<file path="src/inc/alarm_map.vh">
// Purpose: Register offsets, field positions and reset values of the alarm monitor
// Assumes: 32-bit AXI4-Lite register words, byte addresses
// Notes: Definitions only
`ifndef ALARM_MAP_VH
`define ALARM_MAP_VH
`define AM_ADDR_W 6
`define AM_CTRL_OFS 6'h00
`define AM_HIGH_OFS 6'h04
`define AM_LOW_OFS 6'h08
`define AM_HYST_OFS 6'h0C
`define AM_SETP_OFS 6'h10
`define AM_PV_OFS 6'h14
`define AM_STAT_OFS 6'h18
`define AM_IRQ_OFS 6'h1C
`define AM_MASK_OFS 6'h20
`define AM_CMD_OFS 6'h24
`define AM_TICK_OFS 6'h28
// Control fields
`define AM_CTRL_ENABLE 0
`define AM_CTRL_DEV 1
`define AM_CTRL_LATCH 2
`define AM_CTRL_SIL 3
`define AM_CTRL_BLOCK 4
`define AM_CTRL_SRC 5
`define AM_CTRL_RST 32'h0000_0000
// Status fields
`define AM_ST_ACTIVE 0
`define AM_ST_HIGH 1
`define AM_ST_LOW 2
`define AM_ST_SIL 3
`define AM_ST_BLK 4
`define AM_ST_OUT 5
// Command fields
`define AM_CMD_CLEAR 0
`define AM_CMD_SILENCE 1
// Interrupt events
`define AM_EV_W 3
`define AM_EV_RAISE 0
`define AM_EV_CLEAR 1
`define AM_EV_SPCHG 2
// Sample tick default period in aclk cycles
`define AM_TICK_RST 32'h0000_03E8
// Key panel response select codes
`define AM_RESP_CLEAR 1'b0
`define AM_RESP_SILENCE 1'b1
`endif

</file>
<file path="src/tick_divider.v">
// Purpose: Sample tick generator, one-cycle enable pulse every period cycles
// Assumes: Single aclk domain, period of zero or one gives a tick every cycle
// Notes: Period is compared every cycle, count restarts on each tick
`timescale 1ns/1ps
module tick_divider #(
  parameter W = 32
) (
  input wire aclk,
  input wire aresetn,
  input wire [W-1:0] period,
  output reg tick
);
  reg [W-1:0] count_reg; // Cycles since last tick

  // Count up and pulse at the end of the period
  always @(posedge aclk) begin
    if (!aresetn) begin
      count_reg <= {W{1'b0}};
      tick <= 1'b0;
    end else if (count_reg + {{(W-1){1'b0}}, 1'b1} >= period) begin
      count_reg <= {W{1'b0}};
      tick <= 1'b1;
    end else begin
      count_reg <= count_reg + {{(W-1){1'b0}}, 1'b1};
      tick <= 1'b0;
    end
  end
endmodule // tick_divider

</file>
<file path="src/key_panel.v">
// Purpose: Front-panel key handling for alarm responses
// Assumes: Keys are level pins from outside the clock domain, active high
// Notes: Up and down toggle the selected response, advance or infinity executes it
`timescale 1ns/1ps
`include "alarm_map.vh"
module key_panel (
  input wire aclk,
  input wire aresetn,
  input wire [3:0] keys_in,
  output reg clear_pulse,
  output reg silence_pulse,
  output reg resp_sel
);
  reg [3:0] sync1_reg; // First synchroniser stage
  reg [3:0] sync2_reg; // Second synchroniser stage
  reg [3:0] prev_reg; // Previous sampled keys
  wire [3:0] press; // Rising edges: 0 up, 1 down, 2 advance, 3 infinity

  // Two-stage synchroniser per key
  always @(posedge aclk) begin
    if (!aresetn) begin
      sync1_reg <= 4'h0;
      sync2_reg <= 4'h0;
      prev_reg <= 4'h0;
    end else begin
      sync1_reg <= keys_in;
      sync2_reg <= sync1_reg;
      prev_reg <= sync2_reg;
    end
  end

  assign press = sync2_reg & ~prev_reg;

  // Response selection and execution
  always @(posedge aclk) begin
    if (!aresetn) begin
      resp_sel <= `AM_RESP_CLEAR;
      clear_pulse <= 1'b0;
      silence_pulse <= 1'b0;
    end else begin
      if (press[0] | press[1]) begin
        resp_sel <= ~resp_sel; // RULE_10
      end
      clear_pulse <= (press[2] | press[3]) & (resp_sel == `AM_RESP_CLEAR); // RULE_10
      silence_pulse <= (press[2] | press[3]) & (resp_sel == `AM_RESP_SILENCE); // RULE_10
    end
  end
endmodule // key_panel

</file>
<file path="src/process_alarm_monitor.v">
// Purpose: Alarm supervision with thresholds, hysteresis, latching, silencing, blocking
// Assumes: Signed 16-bit process values, AXI4-Lite register access, one clock
// Notes: Comparisons run once per sample tick from the tick divider
`timescale 1ns/1ps
`include "alarm_map.vh"
// Behaviour
// RULE_01: Alarm when value leaves threshold range
// RULE_02: Active on reaching high or low threshold
// RULE_03: Process mode uses absolute thresholds
// RULE_04: Deviation mode offsets follow set point
// RULE_05: Software keeps high above low, in range
// RULE_06: Clear only past hysteresis zone
// RULE_07: Latched alarm holds until user clear
// RULE_08: Unlatched alarm clears itself after hysteresis
// RULE_09: Active alarm toggles display, shows attention
// RULE_10: Keys select response, advance executes
// RULE_11: Silence forces output off during alarm
// RULE_12: Silence re-arms after normal range return
// RULE_13: Blocking suppresses alarm until normal first
// RULE_14: Deviation set point change re-blocks alarm
// RULE_15: State readable and controllable by software
// RULE_16: Evaluate once per sample tick
module process_alarm_monitor #(
  parameter DW = 16,
  parameter BLINK_TICKS = 8
) (
  input wire aclk,
  input wire aresetn,
  // AXI4-Lite register port
  input wire [31:0] s_axi_awaddr,
  input wire s_axi_awvalid,
  output reg s_axi_awready,
  input wire [31:0] s_axi_wdata,
  input wire [3:0] s_axi_wstrb,
  input wire s_axi_wvalid,
  output reg s_axi_wready,
  output reg [1:0] s_axi_bresp,
  output reg s_axi_bvalid,
  input wire s_axi_bready,
  input wire [31:0] s_axi_araddr,
  input wire s_axi_arvalid,
  output reg s_axi_arready,
  output reg [31:0] s_axi_rdata,
  output reg [1:0] s_axi_rresp,
  output reg s_axi_rvalid,
  input wire s_axi_rready,
  // Monitored quantities and panel keys
  input wire [DW-1:0] process_value,
  input wire [DW-1:0] output_level,
  input wire [3:0] keys_in,
  // Alarm drive, display and interrupt
  output reg alarm_out,
  output reg display_show_msg,
  output reg attention_led,
  output reg irq
);
  // Registers
  reg [31:0] ctrl_reg; // Mode bits
  reg [DW-1:0] alarm_high_threshold; // High threshold or offset
  reg [DW-1:0] low_thr_reg; // Low threshold or offset
  reg [DW-1:0] hyst_reg; // Hysteresis
  reg [DW-1:0] setp_reg; // Control set point
  reg [31:0] tick_reg; // Sample period in cycles
  reg [`AM_EV_W-1:0] irq_reg; // Sticky events
  reg [`AM_EV_W-1:0] mask_reg; // Interrupt mask
  reg [DW-1:0] pv_reg; // Sampled monitored quantity
  // Alarm state
  reg high_reg; // High side condition
  reg low_reg; // Low side condition
  reg active_reg; // Reported alarm state
  reg sil_reg; // Silenced
  reg blk_reg; // Blocked
  reg active_prev_reg; // Reported state one cycle ago
  reg spchg_reg; // Set point changed since last tick
  reg [3:0] blink_reg; // Display alternation count
  // Bus
  reg aw_hold_reg; // Write address captured
  reg w_hold_reg; // Write data captured
  reg [`AM_ADDR_W-1:0] awa_reg; // Captured write address
  reg [31:0] wd_reg; // Captured write data
  reg [3:0] ws_reg; // Captured strobes

  // Control fields
  wire alarm_enable = ctrl_reg[`AM_CTRL_ENABLE];
  wire dev_mode = ctrl_reg[`AM_CTRL_DEV];
  wire alarm_latch_enable = ctrl_reg[`AM_CTRL_LATCH];
  wire alarm_silence_enable = ctrl_reg[`AM_CTRL_SIL];
  wire alarm_block_enable = ctrl_reg[`AM_CTRL_BLOCK];
  // Links to the helper modules
  wire tick; // Sample tick
  wire key_clear; // Clear from panel
  wire key_silence; // Silence from panel
  wire resp_sel; // Selected response

  // Sample tick
  tick_divider #(.W(32)) u_tick (
    .aclk(aclk),
    .aresetn(aresetn),
    .period(tick_reg),
    .tick(tick)
  );

  // Front-panel keys
  key_panel u_keys (
    .aclk(aclk),
    .aresetn(aresetn),
    .keys_in(keys_in),
    .clear_pulse(key_clear),
    .silence_pulse(key_silence),
    .resp_sel(resp_sel)
  );

  // Effective thresholds, signed arithmetic one bit wider
  wire signed [DW:0] sp_x = {setp_reg[DW-1], setp_reg};
  wire signed [DW:0] hi_x = {alarm_high_threshold[DW-1], alarm_high_threshold};
  wire signed [DW:0] lo_x = {low_thr_reg[DW-1], low_thr_reg};
  wire signed [DW:0] hy_x = {1'b0, hyst_reg};
  wire signed [DW:0] pv_x = {pv_reg[DW-1], pv_reg};
  // Both arms signed, else a negative set point would be zero-extended
  wire signed [DW+1:0] hi_eff = dev_mode ? (sp_x + hi_x) : $signed({hi_x[DW], hi_x}); // RULE_03 RULE_04
  wire signed [DW+1:0] lo_eff = dev_mode ? (sp_x - lo_x) : $signed({lo_x[DW], lo_x}); // RULE_03 RULE_04
  // Value and hysteresis at the same width
  wire signed [DW+1:0] pv_e = {pv_x[DW], pv_x};
  wire signed [DW+1:0] hy_e = {hy_x[DW], hy_x};
  // Trip and release tests against the effective limits
  wire hi_trip = pv_e >= hi_eff; // RULE_02
  wire lo_trip = pv_e <= lo_eff; // RULE_02
  wire hi_rel = pv_e < hi_eff - hy_e; // RULE_06
  wire lo_rel = pv_e > lo_eff + hy_e; // RULE_06
  // Each side holds inside its hysteresis zone
  wire high_next = hi_trip | (high_reg & ~hi_rel); // RULE_06
  wire low_next = lo_trip | (low_reg & ~lo_rel); // RULE_06
  wire normal = ~high_next & ~low_next; // Inside range past hysteresis
  // Clear and silence requests from software or panel
  // Write lands once both halves are held and no response is pending
  wire bus_wr = aw_hold_reg & w_hold_reg & ~s_axi_bvalid;
  wire cmd_wr = bus_wr & (awa_reg == `AM_CMD_OFS) & ws_reg[0];
  wire user_clear = key_clear | (cmd_wr & wd_reg[`AM_CMD_CLEAR]); // RULE_15
  wire user_sil = key_silence | (cmd_wr & wd_reg[`AM_CMD_SILENCE]); // RULE_15
  // Set point writes feed the re-block and an event
  wire set_write = bus_wr & (awa_reg == `AM_SETP_OFS);
  // Blocked while not yet armed, or at once after a deviation set point write
  wire blocked = alarm_block_enable & (blk_reg | (dev_mode & spchg_reg)); // RULE_13 RULE_14
  // Events from the edges of the reported state, so each raise and clear counts once
  wire raise_ev = active_reg & ~active_prev_reg;
  wire clear_ev = ~active_reg & active_prev_reg;
  wire [`AM_EV_W-1:0] ev = {set_write, clear_ev, raise_ev};
  // Status word, fields at their mapped positions
  wire [31:0] status_word;
  assign status_word[`AM_ST_ACTIVE] = active_reg;
  assign status_word[`AM_ST_HIGH] = high_reg;
  assign status_word[`AM_ST_LOW] = low_reg;
  assign status_word[`AM_ST_SIL] = sil_reg;
  assign status_word[`AM_ST_BLK] = blk_reg;
  assign status_word[`AM_ST_OUT] = alarm_out;
  assign status_word[`AM_ST_OUT+1] = resp_sel; // Key response select
  assign status_word[31:`AM_ST_OUT+2] = 25'h0000000;

  // Alarm evaluation on each sample tick
  always @(posedge aclk) begin
    if (!aresetn) begin
      pv_reg <= {DW{1'b0}};
      high_reg <= 1'b0;
      low_reg <= 1'b0;
      active_reg <= 1'b0;
      sil_reg <= 1'b0;
      blk_reg <= 1'b1;
      spchg_reg <= 1'b0;
      active_prev_reg <= 1'b0;
    end else begin
      // Sample the chosen quantity
      pv_reg <= ctrl_reg[`AM_CTRL_SRC] ? output_level : process_value; // RULE_01
      active_prev_reg <= active_reg; // Edge source for the alarm events
      if (set_write & dev_mode) begin
        spchg_reg <= 1'b1; // RULE_14
      end
      // Disabled alarm is idle and blocked again
      if (!alarm_enable) begin
        high_reg <= 1'b0;
        low_reg <= 1'b0;
        active_reg <= 1'b0;
        sil_reg <= 1'b0;
        blk_reg <= 1'b1;
      end else if (tick) begin // RULE_16
        // Keep both side conditions
        high_reg <= high_next;
        low_reg <= low_next;
        spchg_reg <= set_write & dev_mode;
        // Blocking: armed after first normal sample, re-blocked on deviation set point change
        if (alarm_block_enable & dev_mode & spchg_reg) begin
          blk_reg <= 1'b1; // RULE_14
        end else if (normal) begin
          blk_reg <= 1'b0; // RULE_13
        end
        // Raise on a live unblocked condition, else drop unless latched
        if ((high_next | low_next) & ~blocked) begin
          active_reg <= 1'b1; // RULE_01
        end else if (~alarm_latch_enable | user_clear) begin
          active_reg <= 1'b0; // RULE_08
        end
        // Silence ends once the value is back in range
        if (normal) begin
          sil_reg <= 1'b0; // RULE_12
        end else if (user_sil & alarm_silence_enable & active_reg) begin
          sil_reg <= 1'b1; // RULE_11
        end
      end else begin
        // Between ticks only user requests act
        if (user_clear & alarm_latch_enable & ~high_reg & ~low_reg) begin
          active_reg <= 1'b0; // RULE_07
        end
        if (user_sil & alarm_silence_enable & active_reg) begin
          sil_reg <= 1'b1; // RULE_11
        end
      end
    end
  end

  // Output drive, display and interrupt
  always @(posedge aclk) begin
    if (!aresetn) begin
      alarm_out <= 1'b0;
      display_show_msg <= 1'b0;
      attention_led <= 1'b0;
      blink_reg <= 4'h0;
      irq <= 1'b0;
    end else begin
      alarm_out <= active_reg & ~sil_reg; // RULE_11
      attention_led <= active_reg; // RULE_09
      // Display alternates only while the alarm stands
      if (!active_reg) begin
        blink_reg <= 4'h0;
        display_show_msg <= 1'b0;
      end else if (tick) begin
        if (blink_reg == BLINK_TICKS[3:0] - 4'h1) begin
          blink_reg <= 4'h0;
          display_show_msg <= ~display_show_msg; // RULE_09
        end else begin
          blink_reg <= blink_reg + 4'h1;
        end
      end
      // Level interrupt from sticky events whose mask bit is set
      irq <= |(irq_reg & mask_reg);
    end
  end

  // AXI4-Lite write channel, address and data in either order
  always @(posedge aclk) begin
    if (!aresetn) begin
      s_axi_awready <= 1'b0;
      s_axi_wready <= 1'b0;
      s_axi_bvalid <= 1'b0;
      s_axi_bresp <= 2'h0;
      aw_hold_reg <= 1'b0;
      w_hold_reg <= 1'b0;
      awa_reg <= {`AM_ADDR_W{1'b0}};
      wd_reg <= 32'h0000_0000;
      ws_reg <= 4'h0;
      ctrl_reg <= `AM_CTRL_RST;
      alarm_high_threshold <= {DW{1'b0}};
      low_thr_reg <= {DW{1'b0}};
      hyst_reg <= {DW{1'b0}};
      setp_reg <= {DW{1'b0}};
      tick_reg <= `AM_TICK_RST;
      mask_reg <= {`AM_EV_W{1'b0}};
      irq_reg <= {`AM_EV_W{1'b0}};
    end else begin
      // Each ready is a one-cycle pulse per accepted beat
      s_axi_awready <= ~aw_hold_reg & ~s_axi_awready & s_axi_awvalid;
      s_axi_wready <= ~w_hold_reg & ~s_axi_wready & s_axi_wvalid;
      if (s_axi_awvalid & s_axi_awready) begin
        aw_hold_reg <= 1'b1;
        awa_reg <= s_axi_awaddr[`AM_ADDR_W-1:0];
      end
      if (s_axi_wvalid & s_axi_wready) begin
        w_hold_reg <= 1'b1;
        wd_reg <= s_axi_wdata;
        ws_reg <= s_axi_wstrb;
      end
      // Sticky events, set wins over write-one-to-clear
      irq_reg <= irq_reg | ev;
      // Register update and response for a held write
      if (bus_wr) begin
        s_axi_bvalid <= 1'b1;
        s_axi_bresp <= 2'h0;
        case (awa_reg)
          `AM_CTRL_OFS: ctrl_reg <= {26'h0, wd_reg[5:0]}; // RULE_15
          `AM_HIGH_OFS: alarm_high_threshold <= wd_reg[DW-1:0];
          `AM_LOW_OFS: low_thr_reg <= wd_reg[DW-1:0];
          `AM_HYST_OFS: hyst_reg <= wd_reg[DW-1:0];
          `AM_SETP_OFS: setp_reg <= wd_reg[DW-1:0];
          `AM_TICK_OFS: tick_reg <= wd_reg;
          `AM_MASK_OFS: mask_reg <= wd_reg[`AM_EV_W-1:0];
          `AM_IRQ_OFS: irq_reg <= (irq_reg & ~wd_reg[`AM_EV_W-1:0]) | ev;
          `AM_CMD_OFS: s_axi_bresp <= 2'h0;
          default: s_axi_bresp <= 2'h2; // Unmapped or read-only
        endcase
      end
      // Response taken, open for the next write
      if (s_axi_bvalid & s_axi_bready) begin
        s_axi_bvalid <= 1'b0;
        aw_hold_reg <= 1'b0;
        w_hold_reg <= 1'b0;
      end
    end
  end

  // AXI4-Lite read channel
  always @(posedge aclk) begin
    if (!aresetn) begin
      s_axi_arready <= 1'b0;
      s_axi_rvalid <= 1'b0;
      s_axi_rdata <= 32'h0000_0000;
      s_axi_rresp <= 2'h0;
    end else begin
      // Address ready pulses once, no new read while data waits
      s_axi_arready <= ~s_axi_arready & ~s_axi_rvalid & s_axi_arvalid;
      if (s_axi_arvalid & s_axi_arready) begin
        s_axi_rvalid <= 1'b1;
        s_axi_rresp <= 2'h0;
        // Decode while the address is still offered
        case (s_axi_araddr[`AM_ADDR_W-1:0])
          `AM_CTRL_OFS: s_axi_rdata <= ctrl_reg;
          `AM_HIGH_OFS: s_axi_rdata <= {{(32-DW){1'b0}}, alarm_high_threshold};
          `AM_LOW_OFS: s_axi_rdata <= {{(32-DW){1'b0}}, low_thr_reg};
          `AM_HYST_OFS: s_axi_rdata <= {{(32-DW){1'b0}}, hyst_reg};
          `AM_SETP_OFS: s_axi_rdata <= {{(32-DW){1'b0}}, setp_reg};
          `AM_PV_OFS: s_axi_rdata <= {{(32-DW){1'b0}}, pv_reg};
          `AM_STAT_OFS: s_axi_rdata <= status_word; // RULE_15
          `AM_IRQ_OFS: s_axi_rdata <= {29'h0, irq_reg};
          `AM_MASK_OFS: s_axi_rdata <= {29'h0, mask_reg};
          `AM_TICK_OFS: s_axi_rdata <= tick_reg;
          `AM_CMD_OFS: s_axi_rdata <= 32'h0000_0000;
          default: begin
            s_axi_rdata <= 32'h0000_0000;
            s_axi_rresp <= 2'h2; // Unmapped
          end
        endcase
      end else if (s_axi_rvalid & s_axi_rready) begin
        s_axi_rvalid <= 1'b0;
      end
    end
  end
endmodule // process_alarm_monitor

</file>
<file path="config.mk">
export PLATFORM = sky130hd
export DESIGN_NAME = process_alarm_monitor
export DESIGN_NICKNAME = d
export VERILOG_FILES = /design/src/tick_divider.v /design/src/key_panel.v /design/src/process_alarm_monitor.v
export VERILOG_INCLUDE_DIRS = /design/src /design/src/inc
export SDC_FILE = /design/constraint.sdc
export NUM_CORES = 1
export LEC_CHECK = 0
export BUFFER_PORTS_ARGS = -buffer_cell sky130_fd_sc_hd__buf_4
export CAP_MARGIN = 20
export CORE_MARGIN = 1
export CORE_UTILIZATION = 54
export DETAILED_ROUTE_END_ITERATION = 7
export GPL_TIMING_DRIVEN = 0
export PLACE_DENSITY_LB_ADDON = 0.08
export SLEW_MARGIN = 0
export SYNTH_ARGS = -nofsm -noshare
export SYNTH_HDL_FRONTEND = slang
export SYNTH_SLANG_ARGS = --single-unit
</file>
<file path="constraint.sdc">
create_clock -name aclk -period 5.4 [get_ports aclk]
set_input_delay 1.08 -clock aclk [delete_from_list [all_inputs] [get_ports aclk]]
set_output_delay 1.08 -clock aclk [all_outputs]
set_load 0.005 [all_outputs]
</file>
==> metrics.log <==
[metrics] number of instances in the synthesized netlist: 2,024
[metrics] DRC errors left: 0
[metrics] most area-consuming cells after synthesis: sky130_fd_sc_hd__dfxtp_1 (32%), sky130_fd_sc_hd__ha_1 (13%), sky130_fd_sc_hd__nand2_1 (8.3%), sky130_fd_sc_hd__a21boi_0 (5.8%), sky130_fd_sc_hd__nor2b_1 (3.4%)
[metrics] class of the worst hold path: reg -> reg
[metrics] type of element launching the critical path: flip-flop
[metrics] smallest setup slack after layout: -218 ps
[metrics] endpoint class of the critical path: flip-flop
[metrics] count of non-filler cells in the finished layout: 2,613
[metrics] later-pin clock latency in the skew report: 590 ps
[metrics] start point of the critical path: setp_reg[2]$_SDFFE_PN0P_
[metrics] arrival time worst endpoint: 6080 ps
[metrics] number of global-route vias before repair: 14,300
[metrics] mux share of post-synthesis cell area: 0.0424
[metrics] Final Hold Violating Endpoints: 0
[metrics] effective utilization at floorplan: 0.555
[metrics] total of buffers placed on input and output ports: 128
[metrics] cell taking the most area after synthesis: sky130_fd_sc_hd__dfxtp_1
[metrics] cell total after placement: 2,543
[metrics] violations in the final reports: setup timing
[metrics] leading cell type in the layout, fill and taps excluded: sky130_fd_sc_hd__nand2_1
[metrics] proportion of layout cells with a drive suffix above 1: 0.138
[metrics] first-pass GRT wire length: 77.7 mm
[metrics] clock sink count: 266
[metrics] slowest stage delay, CP: 460 ps
[metrics] Critical Path Slowest Stage Cell: sky130_fd_sc_hd__dfxtp_1
[metrics] highest clock frequency the design can meet: 178 MHz
[metrics] overall track demand over capacity in global routing: 0.316
[metrics] Mapped Area: 0.0166 mm²
[metrics] terminus of the critical flop-to-flop path: blk_reg$_SDFFE_PN1P_
[metrics] chip width: 178 µm
[metrics] unrepaired setup endpoints after global routing: true
[metrics] Most used DFF post-synth: sky130_fd_sc_hd__dfxtp_1
[metrics] Slew headroom: 0.334
[metrics] total vias in the final route: 15,300
[metrics] R2R Setup Slk: -220 ps
[metrics] pin slew with the least headroom to its limit: 991 ps
[metrics] type of the setup path with the least slack: reg -> reg
[metrics] worst setup skew after layout: 15.9 ps
[metrics] Cell Rows: 63
[metrics] top library cells by usage in the layout, fill and taps aside: sky130_fd_sc_hd__nand2_1 (368), sky130_fd_sc_hd__dfxtp_1 (259), sky130_fd_sc_hd__ha_1 (159)
[metrics] starting DRC count in detailed routing: 1,301
[metrics] parity-gate share of the synthesized area counting xor and xnor cells: 0.0416
[metrics] Critical path destination: blk_reg$_SDFFE_PN1P_
[metrics] number of antenna violations at the first check in global routing: 0
[metrics] number of max-cap violations: 0
[metrics] depth of the CTS H-tree: 1
[metrics] outcome: finished, violations left
[metrics] adder and majority gate portion of the synthesized area: 0.131
[metrics] Pleak: 7.74 nW
[metrics] register area share after synthesis: 0.320
[metrics] async set-or-reset flop fraction in the synthesized netlist: 0
[metrics] placed wire-length estimate: 38.9 mm
[metrics] area share of the largest cell type after synthesis: 0.320
[metrics] DRT antenna net count: 0
[metrics] final max-slew violation count: 0
[metrics] layout net count: 2,520
[metrics] Reg2Reg Depth: 23
[metrics] post-synthesis sequential element count: 266
[metrics] Die Span Y: 178 µm
[metrics] top-level port count: 188
[metrics] largest buffer count on any clock path: 3
[metrics] register clock-pin slew on the reported worst setup and hold paths: 60 ps
[metrics] Setup-failing EPs final: 4
[metrics] Post-synth EDFFs: 0
[metrics] largest net degree at the start of global routing: 17
[metrics] clock tree from TritonCTS: built
[metrics] cell chosen for the clock root: sky130_fd_sc_hd__clkbuf_16
[metrics] wirelength, routed: 50.4 mm
[metrics] via density per instance: 5.86
[metrics] Critical Path RT: 5870 ps
[metrics] fill cell count: 2,663
[metrics] leftover overflow at the end of global routing: 0
[metrics] total of hold buffers inserted after clock tree synthesis: 0
[metrics] dominant combinational cell family by area after synthesis: compound AO/OA/AOI/OAI gates
[metrics] source of the worst register-to-register timing path: setp_reg[2]$_SDFFE_PN0P_
[metrics] yosys warns: 0
[metrics] post-synthesis to final-layout area growth: 17.5%
[metrics] basic-gate share of the synthesized area counting and, or, nand and nor cells: 0.208
[metrics] wire length per cell: 19.3 µm
[metrics] routability congestion estimate: 0.906
[metrics] cell area power density: 223 mW/mm²
[metrics] area of the core region: 0.0300 mm²
[metrics] Max Fanout on Critical Path: 4
[metrics] Synth Area in Compound Gates: 0.209
[metrics] CTS buffer count: 30
[metrics] post-place setup slack: -1500 ps
[metrics] number of iterations in the first detailed-routing pass: 7
[metrics] CP cell instances: ha_4, nor2b_4, o31a_1, o32a_4, buf_4, xnor2_1, a21oi_2, ha_1, a21oi_1, o211ai_1, a31oi_4, nor2b_1, o21a_1, o21a_1, o22ai_2, o211ai_1, ha_1, nand4_1, a2111oi_2, nor3_2, a211oi_4, a31oi_1, a311o_1
[metrics] peak supply drop: 0.247 mV
[metrics] mean post-synth cell area: 8.22 µm²
[metrics] Yosys cell types: 76
[metrics] die outline area: 0.0315 mm²
[metrics] portion of the clock cycle consumed by the worst path in the final layout: 1.04
[metrics] post-route minimum period: 5620 ps
metrics by stage:
step | util | power, W | TNS (ps) | hold slack [ps] | instance area (µm²)
after global routing | 0.653 | 0.00448 | -1220 | 455 | 19600
after CTS | 0.646 | 0.00435 | -240 | 442 | 19300
after floorplan | - | 0.00222 | 0 | 409 | 16600
final | 0.653 | 0.00435 | -489 | 437 | 19600
after global placement | 0.604 | 0.00236 | -5360 | 417 | 18100
after detailed placement | 0.604 | 0.00236 | -6120 | 428 | 18100
worst min path at each step:
stage                                   start                             end  slack, ps  depth (start not counted)
3_5_place_dp   u_keys.sync1_reg[2]$_SDFF_PN0_  u_keys.sync2_reg[2]$_SDFF_PN0_        430                          1
5_1_grt        u_keys.sync1_reg[2]$_SDFF_PN0_  u_keys.sync2_reg[2]$_SDFF_PN0_        460                          1
4_1_cts        u_keys.sync1_reg[2]$_SDFF_PN0_  u_keys.sync2_reg[2]$_SDFF_PN0_        440                          1
3_3_place_gp   u_keys.sync1_reg[0]$_SDFF_PN0_  u_keys.sync2_reg[0]$_SDFF_PN0_        420                          1
2_1_floorplan  u_keys.sync2_reg[2]$_SDFF_PN0_   u_keys.prev_reg[2]$_SDFF_PN0_        410                          2
6_report       u_keys.sync1_reg[2]$_SDFF_PN0_  u_keys.sync2_reg[2]$_SDFF_PN0_        440                          1
routing by layer:
layer,vias to the layer above,global-route usage,part of all wire
met2,508,0.503,0.45
li1,7403,-,-
met1,7317,0.441,0.46
met3,88,0.0497,0.071
met4,0,0.0837,0.025
met5,-,0,0
timing repair:
action | 4_1_cts | 5_1_grt
buffers inserted | 12 | 6
resized for setup | 52 | 32
setup endpoints to repair | 5 | 5
hold endpoints to repair | 0 | 0
pin swaps | 35 | 26
final cells by class:
cell class              count  area (µm²)  area share
diodes                      1        2.50    0.000128
plain buffers              93         377      0.0193
clock buffers              38         831      0.0425
clock inverters            11         119     0.00608
inverters                 117         442      0.0226
multi-input cells        1549       10800       0.554
flip-flops and latches    266        5340       0.273
well taps                 390         488      0.0250
repair buffers            148        1130      0.0576
critical path: cells and delay by family, from the launching register on:
family,cells,cell delay [ps]
adders and majority gates,3,930
xor gates and xnor gates,1,170
and+or+nand+nor,4,540
AOI/OAI and AO/OA,14,3220
DFF,1,460
buffers and inverters,1,160
cell usage after synthesis, types with 5 or more instances:
master	n
sky130_fd_sc_hd__o211ai_1	19
sky130_fd_sc_hd__clkbuf_1	76
sky130_fd_sc_hd__a31oi_1	12
sky130_fd_sc_hd__nand3_1	49
sky130_fd_sc_hd__mux2_2	22
sky130_fd_sc_hd__dfxtp_1	266
sky130_fd_sc_hd__inv_1	113
sky130_fd_sc_hd__a22o_1	10
sky130_fd_sc_hd__and3_1	21
sky130_fd_sc_hd__nor3_1	20
sky130_fd_sc_hd__buf_1	9
sky130_fd_sc_hd__or3_1	7
sky130_fd_sc_hd__o21a_1	20
sky130_fd_sc_hd__o22ai_1	5
sky130_fd_sc_hd__a221oi_1	7
sky130_fd_sc_hd__nand4_1	22
sky130_fd_sc_hd__nor2_1	86
sky130_fd_sc_hd__o21ai_0	59
sky130_fd_sc_hd__a21oi_1	97
sky130_fd_sc_hd__a222oi_1	12
sky130_fd_sc_hd__a211oi_1	16
sky130_fd_sc_hd__a21boi_1	22
sky130_fd_sc_hd__o21bai_1	5
sky130_fd_sc_hd__nand2b_1	12
sky130_fd_sc_hd__mux2i_1	39
sky130_fd_sc_hd__xor2_1	28
sky130_fd_sc_hd__xnor2_1	51
sky130_fd_sc_hd__a21o_1	39
sky130_fd_sc_hd__nand2_1	369
sky130_fd_sc_hd__ha_1	168
sky130_fd_sc_hd__nor2b_1	91
sky130_fd_sc_hd__buf_2	6
sky130_fd_sc_hd__a2111oi_0	6
sky130_fd_sc_hd__a21boi_0	129
sky130_fd_sc_hd__and2_1	27
sky130_fd_sc_hd__and4_1	8
power by group:
part	internal [W]	switching (W)	leakage [nW]	total (W)
sequential	0.00199	0.0000344	2.16	0.00202
combinational	0.000148	0.000177	5.11	0.000325
clock	0.00113	0.000876	0.468	0.00201
total	0.00327	0.00109	7.74	0.00435
cells by family after synthesis:
logic type	count (synthesis)
AO/OA/AOI/OAI	495
XOR/XNOR	79
adder cells (fa/ha/maj)	172
buffers and inverters	210
flip-flops	266
multiplexers	64
other	1
AND/OR/NAND/NOR	737
(Power assumes the default switching activity.)
